==> src/inc/p3c_defs.svh <==
`ifndef P3C_DEFS_SVH
`define P3C_DEFS_SVH

// ----------------------------------------------------------------------------
// Register indices and byte addresses
// ----------------------------------------------------------------------------
`define P3C_PIN_DATA_IDX      10'h003
`define P3C_INPUT_CONFIG_IDX  10'h0F7
`define P3C_PIN_DATA_ADR      12'h00C
`define P3C_INPUT_CONFIG_ADR  12'h3DC

// ----------------------------------------------------------------------------
// Field positions and reset values
// ----------------------------------------------------------------------------
`define P3C_CFG_P2_PP_BIT     0
`define P3C_CFG_ANALOG_BIT    1
`define P3C_CFG_AMP_BIT       2
`define P3C_CFG_RSVD_VALUE    5'h1F
`define P3C_CFG_RESET         3'h0
`define P3C_OUT_RESET         4'h0

// ----------------------------------------------------------------------------
// Timing counts
// ----------------------------------------------------------------------------
`define P3C_SYNC_STAGES       2

`endif

==> src/inc/p3c_pkg.sv <==
package p3c_pkg;

  // Mode bits held in the input configuration register.
  typedef struct packed {
    logic amp_sel;
    logic analog_sel;
    logic p2_push_pull;
  } p3c_mode_t;

  // Where one low port pin is routed.
  typedef enum logic [2:0] {
    P3C_ROUTE_DIGITAL    = 3'b001,
    P3C_ROUTE_COMPARATOR = 3'b010,
    P3C_ROUTE_AMPLIFIER  = 3'b100
  } p3c_route_t;

endpackage

==> src/inc/p3c_mode_if.sv <==
`timescale 1ns/10ps
interface p3c_mode_if;
  import p3c_pkg::*;
  p3c_mode_t  mode;
  p3c_route_t route [4];
  logic       amp_en;
  modport ctrl (output mode, input route, input amp_en);
  modport mux  (input mode, output route, output amp_en);
endinterface

==> src/hw/p3c_port3_ctrl.sv <==
// The Wishbone slave port was chosen for this implementation.
`timescale 1ns/10ps
`include "p3c_defs.svh"

// Summary of operation
// - Amplifier-select bit replaces the first comparator with the amplifier, whatever analog bit holds.
// - Analog bit clear makes all four low pins plain digital inputs.
// - Analog bit set sends pins 0, 2 and 3 to the comparators.
// - Analog set and amplifier clear also sends pin 1 to a comparator.
// - Analog set and amplifier set sends pin 1 to the amplifier input.
// - Config bit 0 picks port 2 drive: zero open-drain, one push-pull.
// - Stop-mode recovery leaves the config register untouched; only reset clears it.
// - Reading pin data returns input pin levels 3..0 in the low bits.
// - Writing pin data drives output pins 7..4 from the upper bits.
// - Config register decodes at index F7h only, whatever byte offset bits 1..0 hold.
// - Reading output bits returns the last written value, not the pin.
module p3c_port3_ctrl
  import p3c_pkg::*;
(
  // Clock and reset
  input  wire logic        clk_in,
  input  wire logic        reset_n_in,
  // Wishbone slave
  input  wire logic        wb_cyc_in,
  input  wire logic        wb_stb_in,
  input  wire logic        wb_we_in,
  input  wire logic [11:0] wb_adr_in,
  input  wire logic [3:0]  wb_sel_in,
  input  wire logic [31:0] wb_dat_in,
  output logic      [31:0] wb_dat_out,
  output logic             wb_ack_out,
  // Power management
  input  wire logic        stop_recover_in,
  // Port pins
  input  wire logic [3:0]  in_pins_in,
  output logic      [3:0]  out_pins_out,
  // Analog and drive control
  output logic      [3:0]  digital_en_out,
  output logic      [3:0]  comp_en_out,
  output logic             first_comparator_en_out,
  output logic             amp_en_out,
  output logic             amp_input_sel_out,
  output logic             p2_push_pull_out
);

  // ----------------------------------------------------------------------------
  // Declarations
  // ----------------------------------------------------------------------------
  p3c_mode_if mode_if ();

  p3c_mode_t   mode_q;
  p3c_mode_t   mode_d;
  logic [3:0]  out_q;
  logic [3:0]  out_d;
  logic        ack_q;
  logic        ack_d;
  logic [31:0] rdata_q;
  logic [31:0] rdata_d;
  logic [3:0]  pins_sync;
  logic        req;
  logic        take;
  logic        hit_data;
  logic        hit_cfg;
  logic        wr_cfg;
  logic        wr_data;
  logic        rd_cfg;
  logic        rd_data;

  // ----------------------------------------------------------------------------
  // Input pin synchroniser
  // ----------------------------------------------------------------------------
  p3c_sync #(
    .WIDTH (4)
  ) u_pin_sync (
    .clk_in     (clk_in),
    .reset_n_in (reset_n_in),
    .async_in   (in_pins_in),
    .sync_out   (pins_sync)
  );

  // ----------------------------------------------------------------------------
  // Pin routing
  // ----------------------------------------------------------------------------
  assign mode_if.mode = mode_q;

  p3c_pin_route u_route (
    .mode_if (mode_if.mux)
  );

  // ----------------------------------------------------------------------------
  // Bus decode
  // ----------------------------------------------------------------------------
  assign req      = wb_cyc_in && wb_stb_in;
  assign take     = req && !ack_q;
  assign hit_data = (wb_adr_in[11:2] == `P3C_PIN_DATA_IDX);
  assign hit_cfg  = (wb_adr_in[11:2] == `P3C_INPUT_CONFIG_IDX);

  // ----------------------------------------------------------------------------
  // Bus strobes
  // ----------------------------------------------------------------------------
  // A write without lane 0 enabled carries no register byte and is dropped.
  assign wr_cfg  = take && wb_we_in && wb_sel_in[0] && hit_cfg;
  assign wr_data = take && wb_we_in && wb_sel_in[0] && hit_data;
  assign rd_cfg  = take && !wb_we_in && hit_cfg;
  assign rd_data = take && !wb_we_in && hit_data;

  // ----------------------------------------------------------------------------
  // Bus handshake
  // ----------------------------------------------------------------------------
  always_comb begin
    ack_d = take;
  end

  always_ff @(posedge clk_in or negedge reset_n_in) begin
    if (!reset_n_in) begin
      ack_q <= 1'b0;
    end else begin
      ack_q <= ack_d;
    end
  end

  // ----------------------------------------------------------------------------
  // Register writes
  // ----------------------------------------------------------------------------
  // Stop-mode recovery is deliberately not an input to this group.
  always_comb begin
    mode_d = mode_q;
    out_d  = out_q;
    if (wr_cfg) begin
      mode_d.p2_push_pull = wb_dat_in[`P3C_CFG_P2_PP_BIT];
      mode_d.analog_sel   = wb_dat_in[`P3C_CFG_ANALOG_BIT];
      mode_d.amp_sel      = wb_dat_in[`P3C_CFG_AMP_BIT];
    end
    if (wr_data) begin
      out_d = wb_dat_in[7:4];
    end
  end

  always_ff @(posedge clk_in or negedge reset_n_in) begin
    if (!reset_n_in) begin
      mode_q <= p3c_mode_t'(`P3C_CFG_RESET);
      out_q  <= `P3C_OUT_RESET;
    end else begin
      mode_q <= mode_d;
      out_q  <= out_d;
    end
  end

  // ----------------------------------------------------------------------------
  // Register reads
  // ----------------------------------------------------------------------------
  // Unmapped addresses are acknowledged and read as zero.
  always_comb begin
    rdata_d = rdata_q;
    if (take) begin
      rdata_d = 32'h0000_0000;
      if (rd_data) begin
        rdata_d[7:4] = out_q;
        rdata_d[3:0] = pins_sync;
      end
      if (rd_cfg) begin
        rdata_d[7:3] = `P3C_CFG_RSVD_VALUE;
        rdata_d[2:0] = mode_q;
      end
    end
  end

  always_ff @(posedge clk_in or negedge reset_n_in) begin
    if (!reset_n_in) begin
      rdata_q <= 32'h0000_0000;
    end else begin
      rdata_q <= rdata_d;
    end
  end

  // ----------------------------------------------------------------------------
  // Outputs
  // ----------------------------------------------------------------------------
  assign wb_ack_out       = ack_q;
  assign wb_dat_out       = rdata_q;
  assign out_pins_out     = out_q;
  assign p2_push_pull_out = mode_q.p2_push_pull;
  assign amp_en_out       = mode_if.amp_en;

  always_comb begin
    for (int i = 0; i < 4; i++) begin
      digital_en_out[i] = (mode_if.route[i] == P3C_ROUTE_DIGITAL);
      comp_en_out[i]    = (mode_if.route[i] == P3C_ROUTE_COMPARATOR);
    end
    amp_input_sel_out       = (mode_if.route[1] == P3C_ROUTE_AMPLIFIER);
    first_comparator_en_out = comp_en_out[1] && !mode_if.amp_en;
  end

  // ----------------------------------------------------------------------------
  // Checks
  // ----------------------------------------------------------------------------
  ack_timing_a: assert property (@(posedge clk_in) disable iff (!reset_n_in)
    take |=> wb_ack_out ##1 !wb_ack_out)
    else $error("ack not one cycle after request");

  amp_replace_a: assert property (@(posedge clk_in) disable iff (!reset_n_in)
    mode_q.amp_sel |-> amp_en_out && !first_comparator_en_out)
    else $error("amplifier does not replace first comparator");

  rsvd_read_a: assert property (@(posedge clk_in) disable iff (!reset_n_in)
    (take && !wb_we_in && hit_cfg) |=> wb_dat_out[7:3] == 5'h1F && wb_dat_out[31:8] == 24'h000000)
    else $error("reserved config bits not read as ones");

  digital_mode_a: assert property (@(posedge clk_in) disable iff (!reset_n_in)
    !mode_q.analog_sel |-> digital_en_out == 4'hF && comp_en_out == 4'h0 && !amp_input_sel_out)
    else $error("low pins not digital in digital mode");

  comp_pins_a: assert property (@(posedge clk_in) disable iff (!reset_n_in)
    mode_q.analog_sel |-> comp_en_out[0] && comp_en_out[2] && comp_en_out[3] && digital_en_out == 4'h0)
    else $error("pins 0 2 3 not on comparators");

  pin1_comp_a: assert property (@(posedge clk_in) disable iff (!reset_n_in)
    (mode_q.analog_sel && !mode_q.amp_sel) |-> comp_en_out[1] && first_comparator_en_out)
    else $error("pin 1 not on comparator");

  pin1_amp_a: assert property (@(posedge clk_in) disable iff (!reset_n_in)
    (mode_q.analog_sel && mode_q.amp_sel) |-> amp_input_sel_out && !comp_en_out[1])
    else $error("pin 1 not on amplifier");

  drive_write_a: assert property (@(posedge clk_in) disable iff (!reset_n_in)
    (take && wb_we_in && wb_sel_in[0] && hit_cfg) |=> p2_push_pull_out == $past(wb_dat_in[0]))
    else $error("port 2 drive mode not written");

  stop_keep_a: assert property (@(posedge clk_in) disable iff (!reset_n_in)
    (stop_recover_in && !(take && wb_we_in && hit_cfg)) |=> $stable(mode_q))
    else $error("mode changed on stop recovery");

  pin_read_a: assert property (@(posedge clk_in) disable iff (!reset_n_in)
    (take && !wb_we_in && hit_data) |=> wb_dat_out[3:0] == $past(pins_sync))
    else $error("pin levels not returned");

  out_write_a: assert property (@(posedge clk_in) disable iff (!reset_n_in)
    (take && wb_we_in && wb_sel_in[0] && hit_data) |=> out_pins_out == $past(wb_dat_in[7:4]))
    else $error("output pins not written");

  cfg_decode_a: assert property (@(posedge clk_in) disable iff (!reset_n_in)
    (take && wb_we_in && !hit_cfg) |=> $stable(mode_q))
    else $error("config written at wrong address");

  out_readback_a: assert property (@(posedge clk_in) disable iff (!reset_n_in)
    (take && !wb_we_in && hit_data) |=> wb_dat_out[7:4] == $past(out_q))
    else $error("output bits not read back");

  reset_value_a: assert property (@(posedge clk_in)
    $rose(reset_n_in) |-> mode_q == 3'h0 && out_pins_out == 4'h0 && !wb_ack_out)
    else $error("reset values wrong");

  // The bus checks below hold the register contract; the rest guard pin routing.
  ack_single_a: assert property (@(posedge clk_in) disable iff (!reset_n_in)
    wb_ack_out |=> !wb_ack_out)
    else $error("ack longer than one cycle");

  ack_idle_a: assert property (@(posedge clk_in) disable iff (!reset_n_in)
    !req |=> !wb_ack_out)
    else $error("ack without request");

  dat_hold_a: assert property (@(posedge clk_in) disable iff (!reset_n_in)
    !take |=> $stable(wb_dat_out))
    else $error("read data changed without request");

  dat_upper_a: assert property (@(posedge clk_in) disable iff (!reset_n_in)
    wb_dat_out[31:8] == 24'h000000)
    else $error("upper read data not zero");

  cfg_readback_a: assert property (@(posedge clk_in) disable iff (!reset_n_in)
    rd_cfg |=> wb_dat_out[2:0] == $past(mode_q))
    else $error("mode bits not read back");

  sel_drop_a: assert property (@(posedge clk_in) disable iff (!reset_n_in)
    (take && wb_we_in && !wb_sel_in[0]) |=> $stable(mode_q) && $stable(out_pins_out))
    else $error("write without lane 0 took effect");

  out_keep_a: assert property (@(posedge clk_in) disable iff (!reset_n_in)
    !wr_data |=> $stable(out_pins_out))
    else $error("output pins changed without write");

  mode_write_a: assert property (@(posedge clk_in) disable iff (!reset_n_in)
    wr_cfg |=> mode_q.analog_sel == $past(wb_dat_in[1]) && mode_q.amp_sel == $past(wb_dat_in[2]))
    else $error("analog or amplifier bit not written");

  mode_keep_a: assert property (@(posedge clk_in) disable iff (!reset_n_in)
    !wr_cfg |=> $stable(mode_q))
    else $error("mode changed without config write");

  amp_alone_a: assert property (@(posedge clk_in) disable iff (!reset_n_in)
    (!mode_q.analog_sel && mode_q.amp_sel) |-> amp_en_out && digital_en_out[1] && !first_comparator_en_out)
    else $error("amplifier bit alone does not replace first comparator");

  amp_off_a: assert property (@(posedge clk_in) disable iff (!reset_n_in)
    !mode_q.amp_sel |-> !amp_en_out && !amp_input_sel_out)
    else $error("amplifier active while disabled");

  route_excl_a: assert property (@(posedge clk_in) disable iff (!reset_n_in)
    (digital_en_out & comp_en_out) == 4'h0 && !(amp_input_sel_out && (digital_en_out[1] || comp_en_out[1])))
    else $error("pin routed to two paths");

endmodule

==> src/hw/p3c_sync.sv <==
`timescale 1ns/10ps
module p3c_sync #(
  parameter int WIDTH = 4
) (
  // Clock and reset
  input  wire logic             clk_in,
  input  wire logic             reset_n_in,
  // Data
  input  wire logic [WIDTH-1:0] async_in,
  output logic      [WIDTH-1:0] sync_out
);
  logic [WIDTH-1:0] meta_q;
  logic [WIDTH-1:0] sync_q;

  always_ff @(posedge clk_in or negedge reset_n_in) begin
    if (!reset_n_in) begin
      meta_q <= '0;
      sync_q <= '0;
    end else begin
      meta_q <= async_in;
      sync_q <= meta_q;
    end
  end

  assign sync_out = sync_q;
endmodule

==> src/hw/p3c_pin_route.sv <==
`timescale 1ns/10ps
module p3c_pin_route
  import p3c_pkg::*;
(
  // Mode in, routes out
  p3c_mode_if.mux mode_if
);
  // ----------------------------------------------------------------------------
  // Pin routing
  // ----------------------------------------------------------------------------
  always_comb begin
    mode_if.amp_en = mode_if.mode.amp_sel;
    for (int i = 0; i < 4; i++) begin
      if (mode_if.mode.analog_sel) begin
        mode_if.route[i] = P3C_ROUTE_COMPARATOR;
      end else begin
        mode_if.route[i] = P3C_ROUTE_DIGITAL;
      end
    end
    if (mode_if.mode.analog_sel && mode_if.mode.amp_sel) begin
      mode_if.route[1] = P3C_ROUTE_AMPLIFIER;
    end
  end
endmodule

==> config.mk <==
export PLATFORM = sky130hd
export DESIGN_NAME = p3c_port3_ctrl
export DESIGN_NICKNAME = d
export VERILOG_FILES = /design/src/inc/p3c_pkg.sv /design/src/inc/p3c_mode_if.sv /design/src/hw/p3c_port3_ctrl.sv /design/src/hw/p3c_sync.sv /design/src/hw/p3c_pin_route.sv
export VERILOG_INCLUDE_DIRS = /design/src /design/src/inc
export SDC_FILE = /design/constraint.sdc
export NUM_CORES = 1
export LEC_CHECK = 0
export ABC_AREA = 1
export BUFFER_PORTS_ARGS = -buffer_cell sky130_fd_sc_hd__buf_4
export CAP_MARGIN = 25
export CORE_UTILIZATION = 40
export CTS_CLUSTER_DIAMETER = 200
export CTS_CLUSTER_SIZE = 14
export DETAILED_ROUTE_END_ITERATION = 10
export PLACE_DENSITY = 0.84
export RECOVER_POWER = 100
export SLEW_MARGIN = 20
export SYNTH_ARGS = -nofsm -noshare
export SYNTH_HDL_FRONTEND = slang
export SYNTH_SLANG_ARGS = --single-unit
export TNS_END_PERCENT = 10
==> constraint.sdc <==
create_clock -name clk_in -period 1.62 [get_ports clk_in]
set_input_delay 0.324 -clock clk_in [delete_from_list [all_inputs] [get_ports clk_in]]
set_output_delay 0.324 -clock clk_in [all_outputs]
set_load 0.02 [all_outputs]
; ---- After elaboration in Yosys (flattened, before gate mapping)
; Cells that the tools add are included.
[word_totals]
out_inout_bits = 49
inputBits = 58
reg_bits = 24
[classes]
mux = 4
eq_ne = 7
reduce_logical = 14
[ops]
columns = op, n
row1 = two-way mux 8 bit, 2
row2 = logical AND 1 bit, 11
row3 = "equality test 10 x 2 -> 1 bit, second input constant", 1
row4 = "equality test 10 x 8 -> 1 bit, second input constant", 1
row5 = "equality test 3 x 1 -> 1 bit, second input constant", 2
row6 = "equality test 3 x 2 -> 1 bit, second input constant", 2
row7 = "equality test 3 bit, second input constant", 1
row8 = logical NOT 1 bit, 3
row9 = two-way mux 3 bit, 1
row10 = two-way mux 2 bit, 1

; ---- Logic depth before layout (Yosys ltp)
[logic_depth]
depth_word = 6
depth_mapped = 7

; ---- Modules after synthesis
; From an unflattened synthesis, not the netlist that was laid out.
[unflattened]
cells_unflattened = 166
hier_area_um2 = 1372.6
[by_module_without_submodules]
columns = module, area_per_inst_um2, seq_area_each_um2, cells_per_inst, n_inst
row1 = p3c_port3_ctrl, 1079.8, 400.4, 143, 1
row2 = p3c_sync, 200.2, 200.2, 8, 1
row3 = p3c_pin_route, 92.6, 0.0, 15, 1

; ---- Worst setup path after synthesis
; OpenSTA, ideal clock, no wires.
[synth_timing]
path_type = reg2out
startpoint = register mode_q (netlist bit mode_if.mode[1])
endpoint = output comp_en_out[1]
slack_ns = -0.021
path_stages_with_launch = 4
t_required_ns = 1.296
arrival_ns = 1.317
path_cell_list = dfrtp_1 > inv_1 > nor2_1 > buf_4
[synth_via]
elab_chain_cells = 3
elab_cells_between_ends = 4
classes_between = 1 x eq/ne / 2 x mux / 1 x reduce/logical
[synth_rtl]
columns = element, line_no
row1 = from (decl), p3c_port3_ctrl.sv:51  ; p3c_mode_t mode_q;
row2 = from (signal assigned), p3c_port3_ctrl.sv:141  ; mode_q <= p3c_mode_t'(`P3C_CFG_RESET);
row3 = from (signal assigned), p3c_port3_ctrl.sv:144  ; mode_q <= mode_d;
row4 = two-way mux 2 bit / logical AND 1 bit (equally long branches), "p3c_pin_route.sv:14, p3c_pin_route.sv:20"
row5 = two-way mux 3 bit *, p3c_pin_route.sv:20  ; if (mode_if.mode.analog_sel && mode_if.mode.amp_sel) begin
row6 = equality test 3 x 2 -> 1 bit *, p3c_port3_ctrl.sv:188  ; comp_en_out[i] = (mode_if.route[i] == P3C_ROUTE_COMPARATOR);
row7 = to (decl), p3c_port3_ctrl.sv:39  ; output logic [3:0] comp_en_out,
; Every way passes the cells marked *; elsewhere a longest branch is shown, timed or not.

; ---- Worst setup path after layout
[layout_timing]
startpoint = register mode_q (netlist bit mode_if.mode[1])
endpoint = output digital_en_out[3]
[layout_via]
elab_chain_cells = 2
[layout_rtl]
columns = element, line_no
row1 = two-way mux 2 bit, p3c_pin_route.sv:14  ; if (mode_if.mode.analog_sel) begin
row2 = equality test 3 x 1 -> 1 bit, p3c_port3_ctrl.sv:187  ; digital_en_out[i] = (mode_if.route[i] == P3C_ROUTE_DIGITAL);
row3 = to (decl), p3c_port3_ctrl.sv:38  ; output logic [3:0] digital_en_out,
; No other way between the ends.

==> flow_metrics.env <==
export IMPL_p_int_mw=0.7980
export IMPL_core_um2=2853
export IMPL_pre_cts_slack_ps=278.2
export IMPL_cp_num_buf_inv=2
export IMPL_ys_seq_area_share_pct=48.34
export IMPL_reg2reg_depth=6
export IMPL_critPathTopFamily="flip-flops"
export IMPL_via_per_inst=4.498
export IMPL_yosysWarnings=0
export IMPL_overflow=0
export IMPL_syn_area_per_cell_um2=9.136
export IMPL_hp_class="input port to register"
export IMPL_fillers=298
export IMPL_cts_tree="yes"
export IMPL_cts_setup_buffers=0
export IMPL_crit_path_start_kind="register"
export IMPL_gp_congestion=0.7937
export IMPL_fin_ws_ps=125.4
export IMPL_first_pass_iters=7
export IMPL_r2r_slack_ps=190
export IMPL_cpMaxStageDelayCell="dfrtp_2"
export IMPL_grt_pass1_wl_mm=3.415
export IMPL_slew_headroom_pct=61.77
export IMPL_portBuffers=51
export IMPL_finalMaxSlewViolations=0
export IMPL_n_antenna_cell=0
export IMPL_crit_fanout=8
export IMPL_period_needed_ps=1495
export IMPL_max_stage_delay_ps=480
export IMPL_synth_seq_cells=24
export IMPL_wl_per_cell_um=10.23
export IMPL_vias=976
export IMPL_setup_tns_ps=0
export IMPL_cts_sinks=24
export IMPL_drive_gt1_share_pct=24.73
export IMPL_finalSetupViolCount=0
export IMPL_r2r_start="wb_ack_out$_DFF_PN0_"
export IMPL_fin_skew_ps=11.71
export IMPL_finalNetCount=245
export IMPL_hold_viol=0
export IMPL_status="complete, but fails checks"
export IMPL_worst_pin_slew_ps=573.5
export IMPL_p_comb_share_pct=14.0
export IMPL_grt_max_degree=25
export IMPL_dieArea_um2=3333
export IMPL_synthFlopType="dfrtp_1"
export IMPL_rows=19
export IMPL_cp_depth=2
export IMPL_insertion_delay_ps=310
export IMPL_cts_clk_slew_worst_paths_ps=130
export IMPL_power_frac_clock_pct=28.6
export IMPL_maxCapViolCount=0
export IMPL_post_dp_hpwl_mm=1.763
export IMPL_layout_commonest_cell="nand2_1"
export IMPL_crit_arrival_ps=1170
export IMPL_synthCells=136
export IMPL_io_pins=107
export IMPL_syn2layout_area_growth_pct=19.54
export IMPL_drtIter0Drc=26
export IMPL_violations="DRC"
export IMPL_fp_dieH_um=57.73
export IMPL_crit_end="digital_en_out[3]"
export IMPL_yosys_cell_types_count=16
export IMPL_power_total_mw=1.071
export IMPL_synth_edf_count=0
export IMPL_vdd_drop_max_v=0.0006455
export IMPL_timing_final_crit_share_pct=92.26
export IMPL_drc=6
export IMPL_final_cell_mix="nand2_1, conb_1, buf_4, dfrtp_1, clkbuf_1"
export IMPL_root_buffer="clkbuf_4"
export IMPL_start_util_pct=43.55
export IMPL_critPathCaptureType="output port"
export IMPL_grt_usage_pct=13.39
export IMPL_crit_path_cell_trace="inv_1 -> clkbuf_1"
export IMPL_max_freq_ghz=0.6691
export IMPL_seqPwrFrac_pct=57.4
export IMPL_rsz0062_at_grt="no"
export IMPL_cts_buffer_depth=2
export IMPL_grt_pass1_vias=774
export IMPL_crit_type="register to output port"
export IMPL_switchingPower_mw=0.2726
export IMPL_wirelength_mm=2.220
export IMPL_powerDensity_nw_per_um2=720.8
export IMPL_leakagePower_nw=0.8079
export IMPL_cts_buffers=3
export IMPL_dieWidth_um=57.73
export IMPL_antenna_violating_nets_post_route=0
export IMPL_power_switching_share_pct=25.46
export IMPL_required_ps=1300
export IMPL_antenna_found_initial=0
export IMPL_synthArstFlopShare_pct=100.0
export IMPL_final_core_util_pct=52.06
export IMPL_htreeDepth=1
export IMPL_syn_area_um2=1242
export IMPL_crit_start="mode_if.mode[1]$_DFFE_PN0P_"
export IMPL_reg2reg_to="wb_dat_out[6]$_DFFE_PN0N_"
[repair_timing]
item	in CTS	in global routing
endpoints found under the hold margin	24	0
resized for setup	0	1
setup endpoints to repair	0	2
hold buffers	1	0
[worst min-delay path by stage]
stage | startpoint | to | slack, ps | cells after the start
2_1_floorplan | reset_n_in | mode_if.mode[1]$_DFFE_PN0P_ | 30 | 0
3_3_place_gp | reset_n_in | u_pin_sync.meta_q[3]$_DFF_PN0_ | 230 | 1
4_1_cts | in_pins_in[2] | u_pin_sync.meta_q[2]$_DFF_PN0_ | 100 | 1
6_report | in_pins_in[2] | u_pin_sync.meta_q[2]$_DFF_PN0_ | 140 | 1
3_5_place_dp | reset_n_in | u_pin_sync.meta_q[3]$_DFF_PN0_ | 240 | 1
5_1_grt | in_pins_in[1] | u_pin_sync.meta_q[1]$_DFF_PN0_ | 110 | 1
[Yosys cell counts (2+ instances only)]
master | number | area, um2
nand3_2 | 2 | 20.02
nand4_1 | 9 | 56.30
nand2_1 | 29 | 108.9
nand3_1 | 19 | 95.09
nor2_1 | 5 | 18.77
buf_4 | 30 | 225.2
inv_1 | 7 | 26.28
dfrtp_1 | 24 | 600.6
nand2_2 | 3 | 18.77
nor2_2 | 2 | 12.51
[cells by family (layout without fill, tap and decap cells)]
| family | Yosys count | count (layout) | share of synthesized area (%) |
|---|---|---|---|
| simple gates | 72 | 72 | 30.41 |
| buf+inv | 39 | 66 | 20.95 |
| other cells | 1 | 24 | 0.3018 |
| flops | 24 | 24 | 48.34 |
[final cells by class]
type	count	area, um2	area share (%)
well taps	31	38.79	2.612
multi-input cells	96	462.9	31.17
inverters	8	30.03	2.022
repair buffers	54	315.3	21.23
clock buffers	4	36.28	2.443
flip-flops and latches	24	601.8	40.52
[power groups by stage]
stage	Sequential (mW)	Combinational, mW	Clock [mW]
detailed placement	0.627	0.153	0
finish	0.615	0.149	0.306
CTS	0.615	0.155	0.320
floorplan	0.628	0.124	0
global route	0.617	0.162	0.344
global placement	0.626	0.151	0
[layer usage]
| metal | wire (um) | global-route usage (%) |
|---|---|---|
| met1 | 901 | 17.22 |
| met2 | 1080 | 21.93 |
| met3 | 222 | 4.241 |
| met4 | 15 | 3.741 |
| met5 | 0 | 0 |
[flip-flops by register name (all words and copies together) (netlist names)]
register	cells
p2_push_pull_out	1
mode_if.mode	2
u_pin_sync.meta_q	4
wb_ack_out	1
out_pins_out	4
u_pin_sync.sync_out	4
wb_dat_out	8
[per-stage QoR]
stage	hold WS, ps	area [um2]	instances
final	139.8	1485	217
after global routing	109.6	1485	217
after CTS	104.5	1584	217
after detailed placement	239.0	1538	212
after global placement	232.3	1538	212
after floorplan	28.41	1331	159
Power figures use the tool's default switching activity.
